[config.mk]
export PLATFORM = sky130hd
export DESIGN_NAME = tmr0_top
export DESIGN_NICKNAME = d
export VERILOG_FILES = /design/src/pkg/tmr0_pkg.sv /design/src/logic/tmr0_prescale.sv /design/src/logic/tmr0_sync.sv /design/src/logic/tmr0_top.sv
export VERILOG_INCLUDE_DIRS = /design/src /design/src/pkg
export SDC_FILE = /design/constraint.sdc
export NUM_CORES = 1
export LEC_CHECK = 0
export ABC_CLOCK_PERIOD_IN_PS = 4800
export CAP_MARGIN = 40
export CORE_MARGIN = 10
export CORE_UTILIZATION = 47
export CTS_CLUSTER_SIZE = 20
export DETAILED_ROUTE_END_ITERATION = 16
export DONT_BUFFER_PORTS = 1
export GPL_TIMING_DRIVEN = 0
export PLACE_DENSITY_LB_ADDON = 0.15
export SLEW_MARGIN = 0
export SYNTH_ARGS = -nofsm -noshare
export SYNTH_HDL_FRONTEND = slang
export SYNTH_HIERARCHICAL = 1
export SYNTH_SLANG_ARGS = --single-unit
[constraint.sdc]
create_clock -name mclk -period 4.8 [get_ports mclk]
set_input_delay 0 -clock mclk [delete_from_list [all_inputs] [get_ports mclk]]
set_output_delay 0 -clock mclk [all_outputs]
set_load 0.1 [all_outputs]
[src/pkg/tmr0_defines.svh]
// register offsets, field positions and reset values of the timer block
`ifndef TMR0_DEFINES_SVH
`define TMR0_DEFINES_SVH

`define TMR0_OFS_CTRL   8'h00
`define TMR0_OFS_PSC    8'h04
`define TMR0_OFS_SETUP  8'h08
`define TMR0_OFS_OUTC   8'h0C
`define TMR0_OFS_CMP0   8'h10
`define TMR0_OFS_CMP1   8'h14
`define TMR0_OFS_COUNT  8'h18
`define TMR0_OFS_OSHOT  8'h1C
`define TMR0_OFS_FLAGS  8'h20

`define TMR0_CTRL_RUN   0
`define TMR0_CTRL_EXT   1
`define TMR0_PSC_MSB    3
`define TMR0_MODE_MSB   1
`define TMR0_SETUP_CLR1 2
`define TMR0_OUT_EN0    0
`define TMR0_OUT_ALV0   1
`define TMR0_OUT_EN1    2
`define TMR0_OUT_ALV1   3
`define TMR0_OS_ST0     0
`define TMR0_OS_RT0     1
`define TMR0_OS_ST1     2
`define TMR0_OS_RT1     3
`define TMR0_FLAG_MSB   3
`define TMR0_CMP_MSB    15

`define TMR0_COUNT_MAX  16'hFFFF
`define TMR0_COUNT_RST  16'h0000
`define TMR0_PIN_RST    1'b1
`define TMR0_DIV_MIN    12'h008
`define TMR0_PSC_LAST   4'h8
`define TMR0_DATA_ZERO  32'h0000_0000

`endif

[src/pkg/tmr0_pkg.sv]
// types and shared decoding of the timer block
`default_nettype none
package tmr0_pkg;
`include "tmr0_defines.svh"

	typedef enum logic [1:0] {
		TMR0_MODE_CMP,
		TMR0_MODE_PWM,
		TMR0_MODE_PPG,
		TMR0_MODE_ONESHOT
	} tmr0_mode_e;

	typedef struct packed {
		logic [10:0] cnt;
		logic        tick;
	} tmr0_psc_s;

	typedef struct packed {
		logic s1;
		logic s2;
		logic s3;
	} tmr0_sync_s;

	typedef struct packed {
		logic        run;
		logic        ext_mode;
		logic        armed;
		logic [3:0]  psc_sel;
		tmr0_mode_e  mode;
		logic        clr1;
		logic        en0;
		logic        alv0;
		logic        en1;
		logic        alv1;
		logic [15:0] cmp0;
		logic [15:0] cmp1;
		logic [15:0] count;
		logic        out0;
		logic        out1;
		logic        pin0;
		logic        pin1;
		logic [3:0]  flags;
		logic        supp0;
		logic        win_open;
		logic [11:0] win_cnt;
		logic [31:0] rdata;
		logic        req0;
		logic        req1;
		logic        reqov;
	} tmr0_state_s;

	// divide factor 8 << sel minus one; selections past the last clamp
	function automatic logic [10:0] tmr0_div_mask(input logic [3:0] sel);
		logic [3:0]  s;
		logic [11:0] dv;
		s  = (sel > `TMR0_PSC_LAST) ? `TMR0_PSC_LAST : sel;
		dv = `TMR0_DIV_MIN << s;
		return 11'(dv - 12'h001);
	endfunction : tmr0_div_mask

endpackage : tmr0_pkg
`default_nettype wire

[src/logic/tmr0_prescale.sv]
// free-running prescaler giving the count clock enable
`timescale 1ns/1ns
`default_nettype none
module tmr0_prescale
	import tmr0_pkg::*;
(
	// clock and reset
	input  wire logic        mclk,
	input  wire logic        rst_n,
	// divide selection
	input  wire logic [10:0] div_mask,
	// count clock enable
	output var  logic        tick
);

	tmr0_psc_s q;
	tmr0_psc_s d;

	// never reset on start, so the first interval can run up to one count clock long
	always_comb begin
		d      = q;
		d.cnt  = 11'(q.cnt + 11'h001);
		d.tick = ((q.cnt & div_mask) == div_mask);
	end

	always_ff @(posedge mclk or negedge rst_n) begin
		if (!rst_n) begin
			q <= '0;
		end else begin
			q <= d;
		end
	end

	assign tick = q.tick;

endmodule : tmr0_prescale
`default_nettype wire

[src/logic/tmr0_sync.sv]
// two-stage synchroniser with rising edge detect for the event pin
`timescale 1ns/1ns
`default_nettype none
module tmr0_sync
	import tmr0_pkg::*;
(
	// clock and reset
	input  wire logic mclk,
	input  wire logic rst_n,
	// pin side
	input  wire logic pin_in,
	// edge pulse
	output var  logic rise
);

	tmr0_sync_s q;
	tmr0_sync_s d;

	// s1 feeds s2 only; the edge is taken between s2 and s3
	always_comb begin
		d    = q;
		d.s1 = pin_in;
		d.s2 = q.s1;
		d.s3 = q.s2;
	end

	always_ff @(posedge mclk or negedge rst_n) begin
		if (!rst_n) begin
			q <= '0;
		end else begin
			q <= d;
		end
	end

	assign rise = q.s2 & ~q.s3;

endmodule : tmr0_sync
`default_nettype wire

[src/logic/tmr0_top.sv]
// 16-bit timer with two compare channels, output pins and apb registers
//
// How it works
// [RULE_01] software stops counting before reconfiguring
// [RULE_02] stop on match still raises request
// [RULE_03] software masks requests before stopping
// [RULE_04] counting starts within one count clock
// [RULE_05] compare write cycle blocks its match
// [RULE_06] software rewrites compare away from count
// [RULE_07] matches detected only on counter increment
// [RULE_08] disabled pin drives inverse active level
// [RULE_09] avoid counter reads at listed clock ratios
// [RULE_10] event count reads zero after one edge
// [RULE_11] software uses edge flag for first event
// [RULE_12] stop soon after match zero suppresses request
// [RULE_13] suppression never touches output pins
// [RULE_14] overflow or match one ends suppression; the code also ends it on the match zero whose request it drops
// [RULE_15] software waits window before stopping
// [RULE_16] software polls flags for short periods
// [RULE_17] one-shot mode gives one pulse per trigger
// [RULE_18] start bit sets active, match resets
// [RULE_19] stopping pulse output forces active level
// [RULE_20] match one sets period, zero the duty
`timescale 1ns/1ns
`default_nettype none
module tmr0_top
	import tmr0_pkg::*;
(
	// clock and reset
	input  wire logic        mclk,
	input  wire logic        rst_n,
	// apb slave
	input  wire logic        psel,
	input  wire logic        penable,
	input  wire logic        pwrite,
	input  wire logic [7:0]  paddr,
	input  wire logic [31:0] pwdata,
	output var  logic [31:0] prdata,
	output var  logic        pready,
	output var  logic        pslverr,
	// pins
	input  wire logic        ext_event_in,
	output var  logic        timer_out0,
	output var  logic        timer_out1,
	// event requests
	output var  logic        match0_req,
	output var  logic        match1_req,
	output var  logic        overflow_req
);

	tmr0_state_s q;
	tmr0_state_s d;

	logic        psc_tick;
	logic        ev_edge;
	logic [10:0] mask;
	logic [11:0] div_len;
	logic [11:0] win_lim;
	logic        wr;
	logic        wr_ctrl;
	logic        wr_psc;
	logic        wr_setup;
	logic        wr_outc;
	logic        wr_cmp0;
	logic        wr_cmp1;
	logic        wr_osh;
	logic        wr_flag;
	logic        start;
	logic        stop;
	logic        clr_en;
	logic        tick;
	logic        at_max;
	logic        at_per;
	logic        ovf;
	logic        wrap;
	logic [15:0] cnt_nx;
	logic        hit0;
	logic        hit1;
	logic        req0_ok;
	logic        supp_set;
	logic        st0;
	logic        rt0;
	logic        st1;
	logic        rt1;
	logic [3:0]  flag_set;

	// next internal level of one channel; 1 means active
	function automatic logic out_next(
		input tmr0_mode_e mode,
		input logic       cur,
		input logic       hit,
		input logic       wr_p,
		input logic       st,
		input logic       rt,
		input logic       run,
		input logic       ppg_ch
	);
		logic r;
		r = cur;
		case (mode)
			TMR0_MODE_CMP: begin
				r = hit ? ~cur : cur;
			end
			TMR0_MODE_PWM: begin
				r = hit ? 1'b0 : (wr_p ? 1'b1 : cur);
			end
			TMR0_MODE_PPG: begin
				// [RULE_19] stopped means active
				// [RULE_20] duty on zero, period restart
				if (!ppg_ch) begin
					r = 1'b0;
				end else if (!run) begin
					r = 1'b1;
				end else begin
					r = hit ? 1'b0 : (wr_p ? 1'b1 : cur);
				end
			end
			TMR0_MODE_ONESHOT: begin
				// [RULE_17] single pulse per trigger
				// [RULE_18] start sets, match resets
				// reset wins if both bits are written together
				if (rt) begin
					r = 1'b0;
				end else if (st) begin
					r = 1'b1;
				end else if (hit) begin
					r = 1'b0;
				end
			end
			default: begin
				r = cur;
			end
		endcase
		return r;
	endfunction : out_next

	// pin level from enable, active level and internal state
	function automatic logic pin_level(
		input logic en,
		input logic alv,
		input logic act
	);
		// [RULE_08] disabled drives inverse
		return en ? (act ? alv : ~alv) : ~alv;
	endfunction : pin_level

	function automatic logic addr_ok(input logic [7:0] a);
		case (a)
			`TMR0_OFS_CTRL, `TMR0_OFS_PSC, `TMR0_OFS_SETUP,
			`TMR0_OFS_OUTC, `TMR0_OFS_CMP0, `TMR0_OFS_CMP1,
			`TMR0_OFS_COUNT, `TMR0_OFS_OSHOT, `TMR0_OFS_FLAGS: begin
				return 1'b1;
			end
			default: begin
				return 1'b0;
			end
		endcase
	endfunction : addr_ok

	tmr0_prescale u_psc (
		.mclk     (mclk),
		.rst_n    (rst_n),
		.div_mask (mask),
		.tick     (psc_tick)
	);

	tmr0_sync u_sync (
		.mclk   (mclk),
		.rst_n  (rst_n),
		.pin_in (ext_event_in),
		.rise   (ev_edge)
	);

	assign mask    = tmr0_div_mask(q.psc_sel);
	assign div_len = 12'({1'b0, mask} + 12'h001);
	assign win_lim = 12'(div_len + (div_len >> 1));

	// apb decode; writes land only in the access phase
	assign wr       = psel & penable & pwrite;
	assign wr_ctrl  = wr & (paddr == `TMR0_OFS_CTRL);
	assign wr_psc   = wr & (paddr == `TMR0_OFS_PSC);
	assign wr_setup = wr & (paddr == `TMR0_OFS_SETUP);
	assign wr_outc  = wr & (paddr == `TMR0_OFS_OUTC);
	assign wr_cmp0  = wr & (paddr == `TMR0_OFS_CMP0);
	assign wr_cmp1  = wr & (paddr == `TMR0_OFS_CMP1);
	assign wr_osh   = wr & (paddr == `TMR0_OFS_OSHOT);
	assign wr_flag  = wr & (paddr == `TMR0_OFS_FLAGS);

	assign start = wr_ctrl & pwdata[`TMR0_CTRL_RUN] & ~q.run;
	assign stop  = wr_ctrl & ~pwdata[`TMR0_CTRL_RUN] & q.run;

	assign st0 = wr_osh & pwdata[`TMR0_OS_ST0];
	assign rt0 = wr_osh & pwdata[`TMR0_OS_RT0];
	assign st1 = wr_osh & pwdata[`TMR0_OS_ST1];
	assign rt1 = wr_osh & pwdata[`TMR0_OS_RT1];

	// [RULE_04] free prescaler, start latency
	// [RULE_10] first event edge only arms
	assign tick   = q.run & (q.ext_mode ? (ev_edge & q.armed) : psc_tick);
	assign clr_en = q.clr1 | (q.mode == TMR0_MODE_PPG);
	assign at_max = (q.count == `TMR0_COUNT_MAX);
	assign at_per = clr_en & (q.count == q.cmp1);
	assign ovf    = tick & at_max;
	assign wrap   = tick & (at_max | at_per);
	assign cnt_nx = wrap ? `TMR0_COUNT_RST : 16'(q.count + 16'h0001);

	// [RULE_07] match only on increment
	// [RULE_05] write cycle masks match
	assign hit0 = tick & (cnt_nx == q.cmp0) & ~wr_cmp0;
	assign hit1 = tick & (cnt_nx == q.cmp1) & ~wr_cmp1;

	// [RULE_12] drop first match zero request
	assign req0_ok  = hit0 & ~q.supp0;
	assign supp_set = stop & (q.win_open | hit0);

	// [RULE_11] edge flag on every edge
	assign flag_set = {ev_edge, ovf, hit1, req0_ok};

	always_comb begin
		d       = q;
		d.req0  = 1'b0;
		d.req1  = 1'b0;
		d.reqov = 1'b0;

		if (wr_ctrl) begin
			d.run      = pwdata[`TMR0_CTRL_RUN];
			d.ext_mode = pwdata[`TMR0_CTRL_EXT];
		end
		if (wr_psc) begin
			d.psc_sel = pwdata[`TMR0_PSC_MSB:0];
		end
		if (wr_setup) begin
			d.mode = tmr0_mode_e'(pwdata[`TMR0_MODE_MSB:0]);
			d.clr1 = pwdata[`TMR0_SETUP_CLR1];
		end
		if (wr_outc) begin
			d.en0  = pwdata[`TMR0_OUT_EN0];
			d.alv0 = pwdata[`TMR0_OUT_ALV0];
			d.en1  = pwdata[`TMR0_OUT_EN1];
			d.alv1 = pwdata[`TMR0_OUT_ALV1];
		end
		if (wr_cmp0) begin
			d.cmp0 = pwdata[`TMR0_CMP_MSB:0];
		end
		if (wr_cmp1) begin
			d.cmp1 = pwdata[`TMR0_CMP_MSB:0];
		end

		// [RULE_02] tick still completes on stop
		if (start) begin
			d.count = `TMR0_COUNT_RST;
			d.armed = 1'b0;
		end else if (tick) begin
			d.count = cnt_nx;
		end
		if (q.run & q.ext_mode & ev_edge) begin
			d.armed = 1'b1;
		end

		// window of 1.5 count clocks after each match zero
		if (hit0) begin
			d.win_open = 1'b1;
			d.win_cnt  = '0;
		end else if (q.win_open) begin
			d.win_cnt = 12'(q.win_cnt + 12'h001);
			if (q.win_cnt == 12'(win_lim - 12'h001)) begin
				d.win_open = 1'b0;
			end
		end

		// [RULE_14] overflow, match one or match zero clears
		if (hit0 | hit1 | ovf) begin
			d.supp0 = 1'b0;
		end
		if (supp_set) begin
			d.supp0 = 1'b1;
		end

		// [RULE_02] request raised despite stop
		d.req0  = req0_ok;
		d.req1  = hit1;
		d.reqov = ovf;

		// hardware set beats a software clear in the same cycle
		if (wr_flag) begin
			d.flags = q.flags & ~pwdata[`TMR0_FLAG_MSB:0];
		end
		d.flags = d.flags | flag_set;

		// [RULE_13] pins use raw matches
		d.out0 = out_next(q.mode, q.out0, hit0, wrap, st0, rt0, d.run, 1'b1);
		d.out1 = out_next(q.mode, q.out1, hit1, wrap, st1, rt1, d.run, 1'b0);
		d.pin0 = pin_level(d.en0, d.alv0, d.out0);
		d.pin1 = pin_level(d.en1, d.alv1, d.out1);

		// read data captured in setup, so it is steady in the access phase
		if (psel & ~penable & ~pwrite) begin
			case (paddr)
				`TMR0_OFS_CTRL: begin
					d.rdata = 32'({q.ext_mode, q.run});
				end
				`TMR0_OFS_PSC: begin
					d.rdata = 32'(q.psc_sel);
				end
				`TMR0_OFS_SETUP: begin
					d.rdata = 32'({q.clr1, q.mode});
				end
				`TMR0_OFS_OUTC: begin
					d.rdata = 32'({q.alv1, q.en1, q.alv0, q.en0});
				end
				`TMR0_OFS_CMP0: begin
					d.rdata = 32'(q.cmp0);
				end
				`TMR0_OFS_CMP1: begin
					d.rdata = 32'(q.cmp1);
				end
				`TMR0_OFS_COUNT: begin
					d.rdata = 32'(q.count);
				end
				`TMR0_OFS_FLAGS: begin
					d.rdata = 32'(q.flags);
				end
				default: begin
					d.rdata = `TMR0_DATA_ZERO;
				end
			endcase
		end
	end

	always_ff @(posedge mclk or negedge rst_n) begin
		if (!rst_n) begin
			q      <= '0;
			q.pin0 <= `TMR0_PIN_RST;
			q.pin1 <= `TMR0_PIN_RST;
		end else begin
			q <= d;
		end
	end

	assign prdata       = q.rdata;
	assign pready       = 1'b1;
	assign pslverr      = psel & penable & ~addr_ok(paddr);
	assign timer_out0   = q.pin0;
	assign timer_out1   = q.pin1;
	assign match0_req   = q.req0;
	assign match1_req   = q.req1;
	assign overflow_req = q.reqov;

endmodule : tmr0_top
`default_nettype wire

-- Yosys cells after proc, flatten, opt, wreduce, memory -nomap -nowiden
Cells that the tools add are included.
- add/subtract/negate cells: 7
- multiply operators: 0
- divide/modulo/power cells: 0
- magnitude comparators: 1
- eq/ne operators: 17
- shift-type cells: 1
- multiplexer cells: 36
- bitwise operators: 57
- reduce and logical (&&, ||, !) cells: 7
- operators by type and width (operator ; number):
    one-hot mux 16 bit (8 select lines) ; 1
    equality test 16 bit ; 3
    two-way mux 16 bit ; 3
    bitwise AND 1 bit ; 35
    equality test 8 x 5 -> 1 bit, second input constant ; 4
    two-way mux 13 bit ; 2
    two-way mux 1 bit ; 24
    adder 16 x 1 -> 16 bit, second input constant ; 1
    equality test 16 bit, second input constant ; 1
    equality test 8 x 4 -> 1 bit, second input constant ; 2
    inverter 1 bit ; 13
    adder 11 x 1 -> 12 bit, second input constant ; 1
    adder 12 x 1 -> 12 bit, second input constant ; 1
    adder 12 x 11 -> 12 bit ; 1
    equality test 12 bit ; 1
    two-way mux 4 bit ; 3
    subtractor 12 x 1 -> 12 bit, second input constant ; 1
    adder 11 x 1 -> 11 bit, second input constant ; 1
    bitwise AND 11 bit ; 1
    equality test 11 bit ; 1
    left shift 4 x 4 -> 11 bit, first input constant ; 1
    subtractor 11 x 1 -> 11 bit, second input constant ; 1
    OR reduction 9 bit ; 1
    equality test 8 x 3 -> 1 bit, second input constant ; 1
    other kinds (13) ; 22
- flip-flop bits (word level): 134
- bits in latches: 0
- bits in writable memories: 0
- memory bits (read-only): 0
- bits of input ports: 46
- output and inout port bits: 39
- word-level logic and storage cells: 156
- memories: 0

-- Depth between registers and ports, before layout
- depth in word-level cells: 16
- gate-level depth with buffers: 20
- mapped depth without buffers: 18

-- Modules after synthesis
Netlist, hierarchy kept.
- modules (own cells, without submodules) (module ; times used ; cells each ; area an instance (sq um) ; seq. area each (sq um)):
    tmr0_top ; 1 ; 847 ; 7348.3 ; 2580.0
    tmr0_prescale ; 1 ; 48 ; 558.0 ; 300.3
    tmr0_sync ; 1 ; 4 ; 88.8 ; 75.1

-- Worst setup path before layout
OpenSTA, ideal clock, no wires.
- kind: reg-to-reg
- from: reg q[58] in the netlist's numbering
- to: reg q (netlist bit timer_out0)
- setup time: 0.088 ns
- arrival time: 3.687 ns
- required time: 4.712 ns
- path slack: 1.025 ns
- cell stages (with the launch flop): 20
- path buffers: 4
- clock period less this slack: 3.775 ns
- path through: dfrtp_1 -> ha_1 -> clkbuf_1 -> nand4_1 -> clkbuf_1 -> nor3_1 -> nand3_1 -> inv_1 -> a31oi_1 -> buf_6 -> mux2i_1 -> o211ai_1 -> or4_1 -> buf_6 -> ha_1 -> a21oi_1 -> a211oi_1 -> o22a_1 -> o311ai_0 -> nor3_1
- RTL lines (element ; RTL line ; source):
    from (decl) ; tmr0_top.sv:51 ; tmr0_state_s q;

==> metrics.txt <==
status=completed; post-DP HPWL=around 19000 um; I/O Pins=85; Total GRT Usage=22.7%; Slew Limit Fails=0; fmax=218 MHz; mapped cell area=~8000 um2; Finished Cell Area=9230 um2; PwrDens=384 nW/um2; Overflow after GRT=0; worst-margin pin slew=0.941 ns; clock sink count=around 120; Main synth FF type=dfrtp_1; maximum number of pins on one net before global-route repair=between 100 and 150; Post-Synthesis Cells=899; CP Max Fanout=10; relative slew slack=36.7%; clock skew=0.0134 ns; layout filler cell count=between 1500 and 2000; share of cells above drive strength 1=about 15%; setup tns final=0 ns; Clock transition at path regs=0.06 ns; Leak=3.95 nW; DR vias/cell=5.98; RSZ-0062 raised after global routing=false; num rows=47; critical path class=flip-flop to flip-flop; TritonCTS clock tree=yes; DR vias=just over 7000; synth-to-layout area growth=15.4%; final setup fails=0; Reg power frac=32.9%; Setup crit start kind=flip-flop; Remaining DRCs=0; Worst EP required=5.16 ns; DIE AREA=22600 um2; CORE AREA=around 17000 um2; CTS Buffer Depth=2; unique cell type count in the Yosys netlist=79; # H-tree levels=4; Initial Util=48.0%; GPL Wtd Cong=0.990; area of the multi-input gates=4550 um2; DP Area=between 8000 and 9000 um2; first-pass GRT wire length=39500 um; 1st-iter DRT viols=729; I/O Buffers=0; routed len/inst=around 21 um; final hold viol count=0; Internal=2.20 mW; total number of yosys warnings=6; Tmin final=between 4 and 5 ns; clock group share of total power=36.9%; Nets=1022; worst r2r path cells=16; register bit total from synthesis=118; antenna cells=0; CP Capture Type=flip-flop; Non-Filler Instances=roughly 1200; DRT Pass-1 Iters=6; switch share=37.9%; Die Wd=150 um; Antenna Nets Post-Route=0; combinational share of power=between 30% and 40%; antenna violations before repair=0; die height=about 150 um; Hold Path Cell Cnt=4; register area share after synthesis=roughly 37%; CTS Root Cell=clkbuf_16; switching power total=around 1.3 mW; total wire length=around 26000 um; FF/Latch Area=roughly 3000 um2; EDFF count, synth=0; Avg Inst Size Synth=8.89 um2; Worst-Skew Late Latency=0.43 ns; DP Cell Count=1140; Tcrit/Tclk final=95.5%; Max VDD drop=0.321 mV; Worst Path Arrival=between 4 and 5 ns; post-CTS repair timing setup buffer count=0; vias in the first global route=6873; max-cap viol count=0; worst hold path class=primary input to flip-flop; fraction of registers with async set/reset=100%; TritonCTS Buffers=17
## final cells by class
| type | instances | share of cell area, % |
|---|---|---|
| multi-input cells | 682 | 49.3 |
| clock buffers | 19 | 4.91 |
| repair buffers | 24 | 2.82 |
| plain buffers | 83 | 5.04 |
| clock inverters | 13 | 1.59 |
| well taps | 220 | 2.98 |
| flip-flops and latches | 118 | 32.0 |
| inverters | 33 | 1.34 |
## layer usage
layer / GRT usage (%) / vias to the layer above / share of wire, % / wire length [um]
li1: - / 3339 / - / -
met1: 31.7 / 3449 / 44 / 11300
met2: 34.8 / 307 / 46 / 11700
met3: 3.87 / 38 / 7.4 / 1900
met4: 7.48 / 0 / 2.3 / 587
met5: 0 / - / 0 / 0
## critical path, cell delays in order (launching register included)
cell and delay, ns:
dfrtp_1 0.32, buf_2 0.24, nand4_1 0.33, or2_2 0.38, clkbuf_1 0.27, o31ai_1 0.42
a211oi_1 0.11, o32ai_1 0.46, o211ai_1 0.15, or4_1 0.60, buf_6 0.18, ha_1 0.17
a21oi_1 0.11, a211oi_1 0.07, o22a_1 0.26, o311ai_0 0.34, nor3_1 0.08
## power groups by stage
| stage | combinational [mW] | clock (mW) | sequential (mW) |
|---|---|---|---|
| finish | 1.07 | 1.31 | 1.16 |
| global route | 1.15 | 1.37 | 1.18 |
| CTS | 1.05 | 1.32 | 1.16 |
| detailed placement | 1.00 | 0 | 1.18 |
| global placement | 0.998 | 0 | 1.18 |
| floorplan | 0.817 | 0 | 1.16 |
## stage by stage
stage	setup slack, ns	hold WS (ns)	power, mW	utilization [%]
5_1_grt	0.00799	0.0757	3.70	55.4
3_3_place_gp	-0.0862	-0.288	2.18	50.1
2_1_floorplan	1.03	-0.296	1.97	-
6_report	0.217	0.0365	3.54	55.4
4_1_cts	0.0802	0.0228	3.53	55.3
3_5_place_dp	0.0135	-0.289	2.18	50.3
## synth_stat cells (5+ instances only)
master / instances / area share (%)
nand2b_1: 8 / 0.63
or3_1: 8 / 0.63
xnor2_1: 38 / 4.2
o22ai_1: 5 / 0.39
a21oi_1: 25 / 1.6
nand3_1: 27 / 1.7
o211ai_1: 6 / 0.56
mux2i_1: 5 / 0.63
or4_1: 7 / 0.66
o31ai_1: 6 / 0.56
o21ai_0: 49 / 3.1
a21o_1: 6 / 0.56
and2_1: 8 / 0.63
dfrtp_1: 116 / 36
nor3b_1: 5 / 0.47
buf_4: 33 / 3.1
nor3_1: 19 / 1.2
a22oi_1: 13 / 1.2
nand4_1: 20 / 1.6
a222oi_1: 5 / 0.63
nor2_1: 73 / 3.4
clkbuf_1: 41 / 1.9
xor2_1: 33 / 3.6
buf_2: 6 / 0.38
nand2_1: 87 / 4.1
o2111ai_1: 5 / 0.55
inv_1: 33 / 1.5
a211oi_1: 9 / 0.85
nor4_1: 19 / 1.5
a22o_1: 6 / 0.66
nor2b_1: 7 / 0.55
a31oi_1: 21 / 1.6
ha_1: 17 / 2.7
or2_2: 8 / 0.63
mux2_2: 40 / 5.6
and3_1: 11 / 0.86
## placed cells by master, fill, tap and decap left out, drive strengths merged, types with 6 or more instances in the layout
| master | n |
|---|---|
| a211oi | 9 |
| a21o | 6 |
| a21oi | 26 |
| a22o | 6 |
| a22oi | 13 |
| a31oi | 21 |
| and2 | 8 |
| and3 | 11 |
| buf | 46 |
| clkbuf | 59 |
| clkinv | 6 |
| conb | 20 |
| dfrtp | 116 |
| dlygate4sd3 | 20 |
| ha | 17 |
| inv | 36 |
| mux2 | 40 |
| nand2 | 87 |
| nand2b | 8 |
| nand3 | 27 |
| nand4 | 20 |
| nor2 | 74 |
| nor2b | 8 |
| nor3 | 21 |
| nor4 | 21 |
| o211ai | 6 |
| o21ai | 50 |
| o31ai | 6 |
| or2 | 8 |
| or3 | 8 |
| or4 | 8 |
| xnor2 | 38 |
| xor2 | 33 |
## worst paths after layout
check                            startpoint          end  slack [ns]
worst max-delay path                  q[63]   timer_out0        0.22
worst min-delay path              pwdata[1]        q[56]        0.04
worst max register to register        q[63]   timer_out0        0.22
worst min register to register  u_sync/d[1]  u_sync/d[0]        0.35
max in group asynchronous             rst_n   u_psc/tick        4.16
min in group asynchronous             rst_n        q[52]        0.19
## state kept, by name (all words and copies together), names as in the netlist
register,cells
overflow_req,1
match1_req,1
match0_req,1
timer_out0,1
prdata,16
u_psc/tick,1
timer_out1,1
u_psc/q,11
u_sync/q,1
q,82
u_sync/d,2
## what timing repair did
| action | CTS | global route |
|---|---|---|
| endpoints found under the hold margin | 165 | 0 |
| setup endpoints to repair | 1 | 4 |
| resized for setup | 1 | 6 |
| hold buffers | 21 | 0 |
## cell families (layout without fill, tap and decap cells)
| logic type | after synthesis | in the layout | synth area share, % |
|---|---|---|---|
| adders and majority gates | 17 | 17 | 2.66 |
| AOI/OAI and AO/OA | 192 | 192 | 16.3 |
| xor gates and xnor gates | 73 | 73 | 8.34 |
| DFF | 118 | 118 | 37.0 |
| buffers and inverters | 117 | 172 | 7.42 |
| and+or+nand+nor | 335 | 335 | 22.0 |
| other | 2 | 20 | 0.0939 |
| muxes | 45 | 45 | 6.26 |
No activity file was read; power rests on OpenSTA's default activity.
